===== src/edm_pkg.sv =====
// package: constants, opcodes and states for the extended data-memory datapath
package edm_pkg;

  // ==========================================================================
  // widths
  localparam int DATA_W     = 8;
  localparam int MEM_ADDR_W = 8;
  localparam int PROG_W     = 16;
  localparam int REG_ADDR_W = 3;
  localparam int FLAG_W     = 6;

  // ==========================================================================
  // register offsets
  localparam logic [2:0] REG_ACC        = 3'h0;
  localparam logic [2:0] REG_STATUS     = 3'h1;
  localparam logic [2:0] REG_TABLE_LOW  = 3'h2;
  localparam logic [2:0] REG_TABLE_HIGH = 3'h3;
  localparam logic [2:0] REG_TABLE_LATCH = 3'h4;

  // ==========================================================================
  // reset values
  localparam logic [7:0] ACC_RST         = 8'h00;
  localparam logic [5:0] STATUS_RST      = 6'h00;
  localparam logic [7:0] TABLE_LOW_RST   = 8'h00;
  localparam logic [7:0] TABLE_HIGH_RST  = 8'h00;
  localparam logic [7:0] TABLE_LATCH_RST = 8'h00;

  // ==========================================================================
  // status field positions
  localparam int FLAG_CARRY = 0;
  localparam int FLAG_HALF  = 1;
  localparam int FLAG_NULL  = 2;
  localparam int FLAG_WRAP  = 3;
  localparam int FLAG_SBOR  = 4;
  localparam int FLAG_CHAIN = 5;

  // ==========================================================================
  // data constants
  localparam logic [7:0] ALL_ONES  = 8'hff;
  localparam logic [7:0] LAST_PAGE = 8'hff;

  // ==========================================================================
  // operations
  typedef enum logic [4:0] {
    OP_ROTATE_RIGHT_CARRY_TO_ACC      = 5'h00,
    OP_SUBTRACT_WITH_BORROW           = 5'h01,
    OP_SUBTRACT_WITH_BORROW_TO_MEM    = 5'h02,
    OP_PLAIN_SUBTRACT                 = 5'h03,
    OP_PLAIN_SUBTRACT_TO_MEM          = 5'h04,
    OP_DECREMENT_SKIP_IF_NULL         = 5'h05,
    OP_DECREMENT_SKIP_IF_NULL_TO_ACC  = 5'h06,
    OP_INCREMENT_SKIP_IF_NULL         = 5'h07,
    OP_INCREMENT_SKIP_IF_NULL_TO_ACC  = 5'h08,
    OP_FORCE_ONES                     = 5'h09,
    OP_FORCE_ONES_BIT                 = 5'h0a,
    OP_SKIP_IF_NONNULL                = 5'h0b,
    OP_SKIP_IF_NONNULL_BIT            = 5'h0c,
    OP_SKIP_IF_NULL                   = 5'h0d,
    OP_SKIP_IF_NULL_BIT               = 5'h0e,
    OP_COPY_AND_SKIP_IF_NULL          = 5'h0f,
    OP_NIBBLE_EXCHANGE                = 5'h10,
    OP_NIBBLE_EXCHANGE_TO_ACC         = 5'h11,
    OP_TABLE_READ_CURRENT_PAGE        = 5'h12,
    OP_TABLE_READ_LAST_PAGE           = 5'h13,
    OP_TABLE_READ_PREINCREMENT        = 5'h14,
    OP_TABLE_READ_PREINCREMENT_LAST_PAGE = 5'h15,
    OP_EXCLUSIVE_OR_TO_ACC            = 5'h16,
    OP_EXCLUSIVE_OR_TO_MEM            = 5'h17
  } edm_op_type;

  typedef enum logic [2:0] {
    ST_IDLE      = 3'h0,
    ST_MEM_READ  = 3'h1,
    ST_MEM_WAIT  = 3'h2,
    ST_PROG_READ = 3'h3,
    ST_PROG_WAIT = 3'h4,
    ST_DUMMY     = 3'h5
  } edm_state_type;

endpackage : edm_pkg


===== src/edm_alu_if.sv =====
// interface: operands and results between the sequencing core and the alu
`timescale 1ns/1ps
interface edm_alu_if;
  import edm_pkg::*;
  edm_op_type  op;
  logic [7:0]  acc;
  logic [7:0]  mem;
  logic [2:0]  bitSel;
  logic [5:0]  flags;
  logic [7:0]  result;
  logic [5:0]  flagsNext;
  logic        wrMem;
  logic        wrAcc;
  logic        skip;
  modport alu  (input op, acc, mem, bitSel, flags,
                output result, flagsNext, wrMem, wrAcc, skip);
  modport core (output op, acc, mem, bitSel, flags,
                input result, flagsNext, wrMem, wrAcc, skip);
endinterface : edm_alu_if


===== src/edm_alu.sv =====
// combinational alu for the extended data-memory operations
`timescale 1ns/1ps
module edm_alu (
  edm_alu_if.alu a
);
  import edm_pkg::*;

  logic [8:0] diff;
  logic [4:0] lowDiff;
  logic       carryIn;
  logic       isSub;
  logic       wrapBit;
  logic [7:0] incVal;
  logic [7:0] decVal;
  logic [7:0] bitMask;
  logic       bitHit;

  // ==========================================================================
  // shared arithmetic
  always_comb begin
    isSub   = (a.op == OP_SUBTRACT_WITH_BORROW) || (a.op == OP_SUBTRACT_WITH_BORROW_TO_MEM)
           || (a.op == OP_PLAIN_SUBTRACT) || (a.op == OP_PLAIN_SUBTRACT_TO_MEM);
    carryIn = ((a.op == OP_SUBTRACT_WITH_BORROW) || (a.op == OP_SUBTRACT_WITH_BORROW_TO_MEM))
            ? a.flags[FLAG_CARRY] : 1'b1;
    diff    = {1'b0, a.acc} + {1'b0, ~a.mem} + {8'h00, carryIn};
    lowDiff = {1'b0, a.acc[3:0]} + {1'b0, ~a.mem[3:0]} + {4'h0, carryIn};
    wrapBit = (a.acc[7] ^ a.mem[7]) & (diff[7] ^ a.acc[7]);
    incVal  = a.mem + 8'h01;
    decVal  = a.mem - 8'h01;
    bitMask = 8'h01 << a.bitSel;
    bitHit  = |(a.mem & bitMask);
  end

  // ==========================================================================
  // per-operation result
  always_comb begin
    a.result    = a.mem;
    a.flagsNext = a.flags;
    a.wrMem     = 1'b0;
    a.wrAcc     = 1'b0;
    a.skip      = 1'b0;
    if (isSub) begin
      a.result                = diff[7:0];
      a.flagsNext[FLAG_CARRY] = diff[8];
      a.flagsNext[FLAG_HALF]  = lowDiff[4];
      a.flagsNext[FLAG_NULL]  = (diff[7:0] == 8'h00);
      a.flagsNext[FLAG_WRAP]  = wrapBit;
      a.flagsNext[FLAG_SBOR]  = ~(wrapBit ^ diff[7]);
      a.flagsNext[FLAG_CHAIN] = (a.op == OP_PLAIN_SUBTRACT || a.op == OP_PLAIN_SUBTRACT_TO_MEM)
                              ? (diff[7:0] == 8'h00)
                              : ((diff[7:0] == 8'h00) & a.flags[FLAG_CHAIN]);
    end
    unique case (a.op)
      OP_ROTATE_RIGHT_CARRY_TO_ACC: begin
        a.result                = {a.flags[FLAG_CARRY], a.mem[7:1]};
        a.flagsNext[FLAG_CARRY] = a.mem[0];
        a.wrAcc                 = 1'b1;
      end
      OP_SUBTRACT_WITH_BORROW, OP_PLAIN_SUBTRACT: a.wrAcc = 1'b1;
      OP_SUBTRACT_WITH_BORROW_TO_MEM, OP_PLAIN_SUBTRACT_TO_MEM: a.wrMem = 1'b1;
      OP_DECREMENT_SKIP_IF_NULL: begin
        a.result = decVal;
        a.wrMem  = 1'b1;
        a.skip   = (decVal == 8'h00);
      end
      OP_DECREMENT_SKIP_IF_NULL_TO_ACC: begin
        a.result = decVal;
        a.wrAcc  = 1'b1;
        a.skip   = (decVal == 8'h00);
      end
      OP_INCREMENT_SKIP_IF_NULL: begin
        a.result = incVal;
        a.wrMem  = 1'b1;
        a.skip   = (incVal == 8'h00);
      end
      OP_INCREMENT_SKIP_IF_NULL_TO_ACC: begin
        a.result = incVal;
        a.wrAcc  = 1'b1;
        a.skip   = (incVal == 8'h00);
      end
      OP_FORCE_ONES: begin
        a.result = ALL_ONES;
        a.wrMem  = 1'b1;
      end
      OP_FORCE_ONES_BIT: begin
        a.result = a.mem | bitMask;
        a.wrMem  = 1'b1;
      end
      OP_SKIP_IF_NONNULL:     a.skip = (a.mem != 8'h00);
      OP_SKIP_IF_NONNULL_BIT: a.skip = bitHit;
      OP_SKIP_IF_NULL:        a.skip = (a.mem == 8'h00);
      OP_SKIP_IF_NULL_BIT:    a.skip = ~bitHit;
      OP_COPY_AND_SKIP_IF_NULL: begin
        a.wrAcc = 1'b1;
        a.skip  = (a.mem == 8'h00);
      end
      OP_NIBBLE_EXCHANGE: begin
        a.result = {a.mem[3:0], a.mem[7:4]};
        a.wrMem  = 1'b1;
      end
      OP_NIBBLE_EXCHANGE_TO_ACC: begin
        a.result = {a.mem[3:0], a.mem[7:4]};
        a.wrAcc  = 1'b1;
      end
      OP_EXCLUSIVE_OR_TO_ACC, OP_EXCLUSIVE_OR_TO_MEM: begin
        a.result               = a.acc ^ a.mem;
        a.flagsNext[FLAG_NULL] = ((a.acc ^ a.mem) == 8'h00);
        a.wrAcc                = (a.op == OP_EXCLUSIVE_OR_TO_ACC);
        a.wrMem                = (a.op == OP_EXCLUSIVE_OR_TO_MEM);
      end
      default: ;
    endcase
  end

endmodule : edm_alu


===== src/edm_datapath.sv =====
// top: sequencing, accumulator, status, table pointers and register port
// Function
// - rotate right through carry into accumulator
// - borrow subtract, six flags, acc or memory
// - carry clear if negative, else set
// - plain subtract, no carry in, same flags
// - decrement memory, skip on zero, no flags
// - decrement into accumulator, skip on zero
// - increment memory, skip on zero, no flags
// - increment into accumulator, skip on zero
// - skip inserts one dummy slot, one extra cycle
// - byte set writes all ones
// - bit set forces only chosen bit
// - skip when byte or bit nonzero
// - skip when byte or bit zero
// - copy to accumulator, skip if zero
// - swap nibbles in memory or accumulator
// - table read current page to memory, latch
// - table read last page to memory, latch
// - pre-increment low pointer, read full pointer
// - pre-increment low pointer, read last page
// - xor into acc or memory, null flag
//
// Added by the designer: the strobed register port and the register addresses.
`timescale 1ns/1ps
module edm_datapath
  import edm_pkg::*;
(
  input  wire logic                    clock,
  input  wire logic                    rst,
  input  wire logic                    ce,
  input  wire logic                    opStart,
  input  wire edm_pkg::edm_op_type     opCode,
  input  wire logic [7:0]              opMemAddr,
  input  wire logic [2:0]              opBitSel,
  input  wire logic [7:0]              pcPage,
  output logic                         memRdEn,
  output logic [edm_pkg::MEM_ADDR_W-1:0] memAddr,
  input  wire logic [7:0]              memRdData,
  output logic                         memWrEn,
  output logic [7:0]                   memWrData,
  output logic                         progRdEn,
  output logic [edm_pkg::PROG_W-1:0]   progAddr,
  input  wire logic [edm_pkg::PROG_W-1:0] progRdData,
  input  wire logic [edm_pkg::REG_ADDR_W-1:0] regAddr,
  input  wire logic [7:0]              regWrData,
  input  wire logic                    regWr,
  input  wire logic                    regRd,
  output logic [7:0]                   regRdData,
  output logic                         busy,
  output logic                         opDone,
  output logic                         skipTaken,
  output logic                         dummySlot,
  output logic [7:0]                   accOut,
  output logic [edm_pkg::FLAG_W-1:0]   flagsOut
);
  import edm_pkg::*;

  edm_state_type state_r,      state_nxt;
  edm_op_type    op_r,         op_nxt;
  logic [2:0]    bit_r,        bit_nxt;
  logic [7:0]    memAddr_r,    memAddr_nxt;
  logic          memRdEn_r,    memRdEn_nxt;
  logic          memWrEn_r,    memWrEn_nxt;
  logic [7:0]    memWrData_r,  memWrData_nxt;
  logic          progRdEn_r,   progRdEn_nxt;
  logic [15:0]   progAddr_r,   progAddr_nxt;
  logic [7:0]    acc_r,        acc_nxt;
  logic [5:0]    flags_r,      flags_nxt;
  logic [7:0]    tableLow_r,   tableLow_nxt;
  logic [7:0]    tableHigh_r,  tableHigh_nxt;
  logic [7:0]    tableLatch_r, tableLatch_nxt;
  logic [7:0]    rdData_r,     rdData_nxt;
  logic          done_r,       done_nxt;
  logic          skip_r,       skip_nxt;
  logic          dummy_r,      dummy_nxt;
  logic          busy_r,       busy_nxt;
  logic [7:0]    lowPlusOne;
  logic          execAcc;
  logic          execFlags;

  edm_alu_if aluBus ();

  edm_alu u_alu (
    .a (aluBus.alu)
  );

  assign aluBus.op     = op_r;
  assign aluBus.acc    = acc_r;
  assign aluBus.mem    = memRdData;
  assign aluBus.bitSel = bit_r;
  assign aluBus.flags  = flags_r;

  // ==========================================================================
  // sequencer next state
  always_comb begin
    state_nxt      = state_r;
    op_nxt         = op_r;
    bit_nxt        = bit_r;
    memAddr_nxt    = memAddr_r;
    memRdEn_nxt    = 1'b0;
    memWrEn_nxt    = 1'b0;
    memWrData_nxt  = memWrData_r;
    progRdEn_nxt   = 1'b0;
    progAddr_nxt   = progAddr_r;
    acc_nxt        = acc_r;
    flags_nxt      = flags_r;
    tableLow_nxt   = tableLow_r;
    tableHigh_nxt  = tableHigh_r;
    tableLatch_nxt = tableLatch_r;
    done_nxt       = 1'b0;
    skip_nxt       = 1'b0;
    dummy_nxt      = 1'b0;
    execAcc        = 1'b0;
    execFlags      = 1'b0;
    lowPlusOne     = tableLow_r + 8'h01;

    unique case (state_r)
      ST_IDLE: begin
        if (opStart) begin
          op_nxt      = opCode;
          bit_nxt     = opBitSel;
          memAddr_nxt = opMemAddr;
          unique case (opCode)
            OP_TABLE_READ_CURRENT_PAGE: begin
              progAddr_nxt = {pcPage, tableLow_r};
              state_nxt    = ST_PROG_READ;
              progRdEn_nxt = 1'b1;
            end
            OP_TABLE_READ_LAST_PAGE: begin
              progAddr_nxt = {LAST_PAGE, tableLow_r};
              state_nxt    = ST_PROG_READ;
              progRdEn_nxt = 1'b1;
            end
            OP_TABLE_READ_PREINCREMENT: begin
              tableLow_nxt = lowPlusOne;
              progAddr_nxt = {tableHigh_r, lowPlusOne};
              state_nxt    = ST_PROG_READ;
              progRdEn_nxt = 1'b1;
            end
            OP_TABLE_READ_PREINCREMENT_LAST_PAGE: begin
              tableLow_nxt = lowPlusOne;
              progAddr_nxt = {LAST_PAGE, lowPlusOne};
              state_nxt    = ST_PROG_READ;
              progRdEn_nxt = 1'b1;
            end
            default: begin
              state_nxt   = ST_MEM_READ;
              memRdEn_nxt = 1'b1;
            end
          endcase
        end
      end
      ST_MEM_READ:  state_nxt = ST_MEM_WAIT;
      ST_MEM_WAIT: begin
        memWrEn_nxt   = aluBus.wrMem;
        memWrData_nxt = aluBus.result;
        execAcc       = aluBus.wrAcc;
        execFlags     = 1'b1;
        if (aluBus.wrAcc) begin
          acc_nxt = aluBus.result;
        end
        flags_nxt = aluBus.flagsNext;
        skip_nxt  = aluBus.skip;
        if (aluBus.skip) begin
          state_nxt = ST_DUMMY;
          dummy_nxt = 1'b1;
        end else begin
          state_nxt = ST_IDLE;
          done_nxt  = 1'b1;
        end
      end
      ST_PROG_READ: state_nxt = ST_PROG_WAIT;
      ST_PROG_WAIT: begin
        memWrEn_nxt    = 1'b1;
        memWrData_nxt  = progRdData[7:0];
        tableLatch_nxt = progRdData[15:8];
        state_nxt      = ST_IDLE;
        done_nxt       = 1'b1;
      end
      ST_DUMMY: begin
        state_nxt = ST_IDLE;
        done_nxt  = 1'b1;
      end
      default: state_nxt = ST_IDLE;
    endcase
    busy_nxt = (state_nxt != ST_IDLE);

    // ========================================================================
    // register port writes; datapath updates win
    if (regWr) begin
      unique case (regAddr)
        REG_ACC:         if (!execAcc) acc_nxt = regWrData;
        REG_STATUS:      if (!execFlags) flags_nxt = regWrData[5:0];
        REG_TABLE_LOW:   if (state_r != ST_IDLE || !opStart) tableLow_nxt = regWrData;
        REG_TABLE_HIGH:  tableHigh_nxt = regWrData;
        REG_TABLE_LATCH: if (state_r != ST_PROG_WAIT) tableLatch_nxt = regWrData;
        default: ;
      endcase
    end

    rdData_nxt = 8'h00;
    if (regRd) begin
      unique case (regAddr)
        REG_ACC:         rdData_nxt = acc_r;
        REG_STATUS:      rdData_nxt = {2'b00, flags_r};
        REG_TABLE_LOW:   rdData_nxt = tableLow_r;
        REG_TABLE_HIGH:  rdData_nxt = tableHigh_r;
        REG_TABLE_LATCH: rdData_nxt = tableLatch_r;
        default:         rdData_nxt = 8'h00;
      endcase
    end
  end

  // ==========================================================================
  // registers
  always_ff @(posedge clock) begin
    if (rst) begin
      state_r      <= ST_IDLE;
      op_r         <= OP_ROTATE_RIGHT_CARRY_TO_ACC;
      bit_r        <= 3'h0;
      memAddr_r    <= 8'h00;
      memRdEn_r    <= 1'b0;
      memWrEn_r    <= 1'b0;
      memWrData_r  <= 8'h00;
      progRdEn_r   <= 1'b0;
      progAddr_r   <= 16'h0000;
      acc_r        <= ACC_RST;
      flags_r      <= STATUS_RST;
      tableLow_r   <= TABLE_LOW_RST;
      tableHigh_r  <= TABLE_HIGH_RST;
      tableLatch_r <= TABLE_LATCH_RST;
      rdData_r     <= 8'h00;
      done_r       <= 1'b0;
      skip_r       <= 1'b0;
      dummy_r      <= 1'b0;
      busy_r       <= 1'b0;
    end else if (ce) begin
      state_r      <= state_nxt;
      op_r         <= op_nxt;
      bit_r        <= bit_nxt;
      memAddr_r    <= memAddr_nxt;
      memRdEn_r    <= memRdEn_nxt;
      memWrEn_r    <= memWrEn_nxt;
      memWrData_r  <= memWrData_nxt;
      progRdEn_r   <= progRdEn_nxt;
      progAddr_r   <= progAddr_nxt;
      acc_r        <= acc_nxt;
      flags_r      <= flags_nxt;
      tableLow_r   <= tableLow_nxt;
      tableHigh_r  <= tableHigh_nxt;
      tableLatch_r <= tableLatch_nxt;
      rdData_r     <= rdData_nxt;
      done_r       <= done_nxt;
      skip_r       <= skip_nxt;
      dummy_r      <= dummy_nxt;
      busy_r       <= busy_nxt;
    end
  end

  assign memRdEn   = memRdEn_r;
  assign memAddr   = memAddr_r;
  assign memWrEn   = memWrEn_r;
  assign memWrData = memWrData_r;
  assign progRdEn  = progRdEn_r;
  assign progAddr  = progAddr_r;
  assign regRdData = rdData_r;
  assign busy      = busy_r;
  assign opDone    = done_r;
  assign skipTaken = skip_r;
  assign dummySlot = dummy_r;
  assign accOut    = acc_r;
  assign flagsOut  = flags_r;

  // ==========================================================================
  // checks
  rotate_acc_a: assert property (@(posedge clock) disable iff (rst)
    ce && state_r == ST_MEM_WAIT && op_r == OP_ROTATE_RIGHT_CARRY_TO_ACC |=>
      accOut == {$past(flagsOut[FLAG_CARRY]), $past(memRdData[7:1])}
      && flagsOut[FLAG_CARRY] == $past(memRdData[0]) && !memWrEn)
    else $error("rotate through carry wrong");

  sub_carry_a: assert property (@(posedge clock) disable iff (rst)
    ce && state_r == ST_MEM_WAIT
      && (op_r == OP_PLAIN_SUBTRACT || op_r == OP_PLAIN_SUBTRACT_TO_MEM) |=>
      flagsOut[FLAG_CARRY] == ($past(accOut) >= $past(memRdData)))
    else $error("subtract carry wrong");

  sub_result_a: assert property (@(posedge clock) disable iff (rst)
    ce && state_r == ST_MEM_WAIT && op_r == OP_SUBTRACT_WITH_BORROW_TO_MEM |=>
      memWrEn && memWrData == 8'($past(accOut) - $past(memRdData)
        - {7'h00, ~$past(flagsOut[FLAG_CARRY])}))
    else $error("borrow subtract result wrong");

  skip_dummy_a: assert property (@(posedge clock) disable iff (rst)
    ce && skipTaken |-> dummySlot && !opDone ##1 opDone && !busy)
    else $error("skip without dummy slot");

  dec_skip_a: assert property (@(posedge clock) disable iff (rst)
    ce && state_r == ST_MEM_WAIT && op_r == OP_DECREMENT_SKIP_IF_NULL |=>
      memWrEn && memWrData == 8'($past(memRdData) - 8'h01)
      && skipTaken == ($past(memRdData) == 8'h01) && $stable(flagsOut))
    else $error("decrement skip wrong");

  force_ones_a: assert property (@(posedge clock) disable iff (rst)
    ce && state_r == ST_MEM_WAIT && op_r == OP_FORCE_ONES |=>
      memWrEn && memWrData == ALL_ONES && $stable(flagsOut))
    else $error("byte set wrong");

  xor_null_a: assert property (@(posedge clock) disable iff (rst)
    ce && state_r == ST_MEM_WAIT && op_r == OP_EXCLUSIVE_OR_TO_ACC |=>
      accOut == ($past(accOut) ^ $past(memRdData))
      && flagsOut[FLAG_NULL] == (accOut == 8'h00)
      && flagsOut[FLAG_CARRY] == $past(flagsOut[FLAG_CARRY]))
    else $error("xor wrong");

  table_latch_a: assert property (@(posedge clock) disable iff (rst)
    ce && state_r == ST_PROG_WAIT |=>
      memWrEn && memWrData == $past(progRdData[7:0])
      && tableLatch_r == $past(progRdData[15:8]) && flagsOut == $past(flagsOut))
    else $error("table read store wrong");

  table_preinc_a: assert property (@(posedge clock) disable iff (rst)
    ce && state_r == ST_IDLE && opStart && opCode == OP_TABLE_READ_PREINCREMENT |=>
      progAddr == {tableHigh_r, tableLow_r} && tableLow_r == 8'($past(tableLow_r) + 8'h01))
    else $error("pre-increment table read wrong");

  swap_acc_a: assert property (@(posedge clock) disable iff (rst)
    ce && state_r == ST_MEM_WAIT && op_r == OP_NIBBLE_EXCHANGE_TO_ACC |=>
      accOut == {$past(memRdData[3:0]), $past(memRdData[7:4])} && !memWrEn)
    else $error("nibble swap wrong");

  bit_set_a: assert property (@(posedge clock) disable iff (rst)
    ce && state_r == ST_MEM_WAIT && op_r == OP_FORCE_ONES_BIT |=>
      memWrEn && memWrData == ($past(memRdData) | (8'h01 << $past(bit_r)))
      && $stable(flagsOut))
    else $error("bit set wrong");

endmodule : edm_datapath


===== config.mk =====
export PLATFORM = sky130hd
export DESIGN_NAME = edm_datapath
export DESIGN_NICKNAME = d
export VERILOG_FILES = /design/src/edm_pkg.sv /design/src/edm_alu_if.sv /design/src/edm_alu.sv /design/src/edm_datapath.sv
export SDC_FILE = /design/constraint.sdc
export NUM_CORES = 1
export LEC_CHECK = 0
export ABC_AREA = 1
export ABC_CLOCK_PERIOD_IN_PS = 3590
export BUFFER_PORTS_ARGS = -buffer_cell sky130_fd_sc_hd__buf_2
export CAP_MARGIN = 30
export CORE_MARGIN = 1
export CORE_UTILIZATION = 35
export DETAILED_ROUTE_END_ITERATION = 12
export PLACE_DENSITY = 0.54
export REMOVE_ABC_BUFFERS = 1
export SETUP_SLACK_MARGIN = 0.3
export SLEW_MARGIN = 20
export SYNTH_ARGS = -nofsm -noshare
export SYNTH_HDL_FRONTEND = slang
export SYNTH_SLANG_ARGS = --single-unit

===== constraint.sdc =====
create_clock -name clock -period 3.59 [get_ports clock]
set_clock_uncertainty 0.15 [all_clocks]
set_input_delay 0.359 -clock clock [delete_from_list [all_inputs] [get_ports clock]]
set_output_delay 0.359 -clock clock [all_outputs]
set_load 0.01 [all_outputs]

==> impl_metrics.yaml <==
outcome:
  outcome: "complete, no violations"
worst_setup_path:
  rrSetupSlack_ns: 0.33
  required_ns: 3.73
  cp_max_fo: 8
  reg2reg_depth: 23
  rr_endpoint: "flagsOut[2]"
  crit_type: "flip-flop to flip-flop"
  start_kind: "flip-flop"
  r2r_start: "aluBus.op[4]"
  end_kind: "flip-flop"
  worstPathArrival_ns: 3.40
logic_synthesis:
  syn_inst: 990
  yosys-top-cells-area: "dfxtp_1 (30%), nand2_1 (14%), a21oi_1 (8.1%), o21ai_0 (7.5%), nor2_1 (6.3%)"
  synth_edf_count: 0
  ys_ff_latch: 95
  syn_avg_cell_area_um2: 6.34
  ys_warn_count: 0
  syn_area_um2: 6280
  ys_seq_area_frac: 0.303
  yosysUniqueCellTypes: 49
  synthFlopType: "dfxtp_1"
  async_reset_ff_frac: 0
  synth_largest_area_cell: "dfxtp_1"
  yosys.area.top_type_share: 0.303
power_and_ir_drop:
  power_density_nw_per_um2: 371
  vdd_drop_max_mv: 0.246
  p_leak_nw: 3.45
floorplanning:
  die_area_um2: 18500
  rows: 48
  initial_core_util: 0.361
  die_h_um: 136
  core_region_area_um2: 17400
  io-pin-count: 126
  die_w_um: 136
global_route:
  grt_max_degree: 51
  grt-ovfl-total: 0
  grt_pass1_vias: 6429
  grt_pass1_wl_um: 35900
  grt_usage: 0.255
  antenna_found_initial: 0
job:
  cap_violations: 0
final_layout:
  drive_gt1_frac: 0.204
  layout_commonest_cell: "nand2_1"
  nets: 1177
  area_delta_synth_final_pct: 18.3
  final_area_um2: 7430
  most-common-layout-cells: "nand2_1 (229), buf_2 (125), nor2_1 (104), a21oi_1 (99), o21ai_0 (94)"
  postLayoutCoreUtil: 0.427
sta:
  finalMaxSlewViolations: 0
  tns_ns: 0
  rsz0062_at_grt: "true"
  worstMarginPinSlew_ns: 0.686
  min_period_ns: 3.26
  period_share: 0.907
  finalHoldViolations: 0
  slew_headroom: 0.542
  max_freq_mhz: 307
  setup_viol: 0
clocking:
  cts_root_buf: "clkbuf_16"
  cts_sinks: 95
  clockBufferDepth: 2
  h-tree-depth: 3
  clk_latency_ns: 0.36
  cts_tree: "done"
  clkTransAtPathRegs_ns: 0.08
  cts_buffers: 9
min_path:
  hold_end: "memAddr[1]"
  min_path_type: "input port to flip-flop"
  hold-path-cell-count: 3
  hp-start: "opMemAddr[1]"
drt:
  wl_um: 23000
  first_pass_iters: 7
  antenna_left: 0
  num_vias: 7087
  first_iter_violations: 507
  wl_per_cell_um: 17.3
  drcViolationCount: 0
  via_per_inst: 5.34
placement:
  hpwlAfterDp_um: 17400
  gp_congestion: 0.935
  io_buffers: 125
  placedInstanceArea_um2: 7080
## flip-flops by register name (all words and copies together), names as in the netlist, 5 cells and up
signal	count
accOut	8
aluBus.op	5
flagsOut	6
memAddr	8
memWrData	8
progAddr	16
regRdData	8
tableHigh_r	8
tableLatch_r	8
tableLow_r	8
## repair_timing
item / CTS / global route
pin swaps: 1 / 16
resized for setup: 5 / 17
hold buffers: 0 / 0
endpoints found under the setup margin: 2 / 5
hold endpoints to repair: 0 / 0
setup buffers: 1 / 1
## worst max-delay path by stage
stage,start,end,cells past startpoint
floorplan,aluBus.op[2],flagsOut[2],23
global placement,aluBus.op[1],flagsOut[2],22
detailed placement,aluBus.op[1],flagsOut[2],22
CTS,aluBus.op[2],flagsOut[2],23
global route,aluBus.op[2],flagsOut[2],23
finish,aluBus.op[4],flagsOut[2],23
## critical path, cell delays in order (launching register included)
cell and delay (ns):
dfxtp_2 0.38, inv_4 0.09, nand2_2 0.09, a21oi_2 0.15
nand2_2 0.08, fa_2 0.42, nand3_2 0.09, nand2_2 0.07
nand2_2 0.09, nand2_2 0.07, a21oi_2 0.13, o21bai_1 0.10
fa_1 0.46, inv_1 0.07, nand2_1 0.05, nor2_1 0.08
nand3_1 0.08, nor2_1 0.09, nand3_1 0.12, nand2_1 0.09
nand2_1 0.05, nand2_1 0.06, nand2_1 0.05, a21oi_2 0.10
## report_power, final
part | switching (mW) | internal, mW
Combinational | 0.456 | 0.221
Clock | 0.451 | 0.475
Sequential | 0.0528 | 1.10
Total | 0.960 | 1.80
## Yosys cell counts, types with 2 or more instances
cell	n
buf_1	3
a21oi_1	102
a221oi_1	6
dfxtp_1	95
nand2_2	6
a22o_1	2
nor3_1	17
xor2_1	7
a211oi_1	3
inv_2	16
nor2_2	6
a21oi_2	10
o21ai_0	94
nand2_1	234
nand4_1	11
inv_1	82
o21ai_1	6
buf_2	14
nor4_1	2
nand3_1	62
o31ai_1	2
clkinv_1	3
buf_4	3
a311oi_1	3
ha_1	12
o221a_2	2
o22ai_1	15
fa_1	3
clkbuf_1	23
nor2_1	105
nor2_8	2
o221ai_1	8
o2111ai_1	3
nor2_4	2
or2_2	4
o211ai_1	9
## per-layer routing
layer,track usage,part of all wire
met1,0.376,0.49
met2,0.369,0.42
met3,0.0537,0.078
met4,0.0654,0.016
met5,0,0
## cell families (layout without fill, tap and decap cells)
group,count (synthesis),in the layout,share of synthesized area
other,0,1,0
AOI/OAI and AO/OA,271,271,0.249
DFF,95,95,0.303
adders and majority gates,15,15,0.0335
and+or+nand+nor,456,456,0.312
buffers and inverters,145,257,0.0924
xor gates and xnor gates,8,8,0.0112
## metrics by stage
| step | total power [mW] | setup WS (ns) | hold WS (ns) | cells |
|---|---|---|---|---|
| after global placement | 1.83 | 0.180 | 0.300 | 1309 |
| after floorplan | 1.56 | 0.442 | 0.278 | 946 |
| after detailed placement | 1.83 | 0.146 | 0.303 | 1309 |
| final | 2.76 | 0.333 | 0.0663 | 1328 |
| after global routing | 2.91 | 0.0926 | 0.0701 | 1327 |
| after CTS | 2.76 | 0.301 | 0.0604 | 1326 |
## final cells by class
| type | count | area (um2) |
|---|---|---|
| inverter | 101 | 382 |
| timing repair buffer | 140 | 738 |
| clock inverter | 6 | 43.8 |
| fill | 1938 | 9980 |
| clock buffer | 10 | 229 |
| sequential | 95 | 1910 |
| multi-input combinational | 750 | 3840 |
| antenna | 1 | 2.50 |
| tap | 225 | 282 |
No activity file was read; power rests on OpenSTA's default activity.
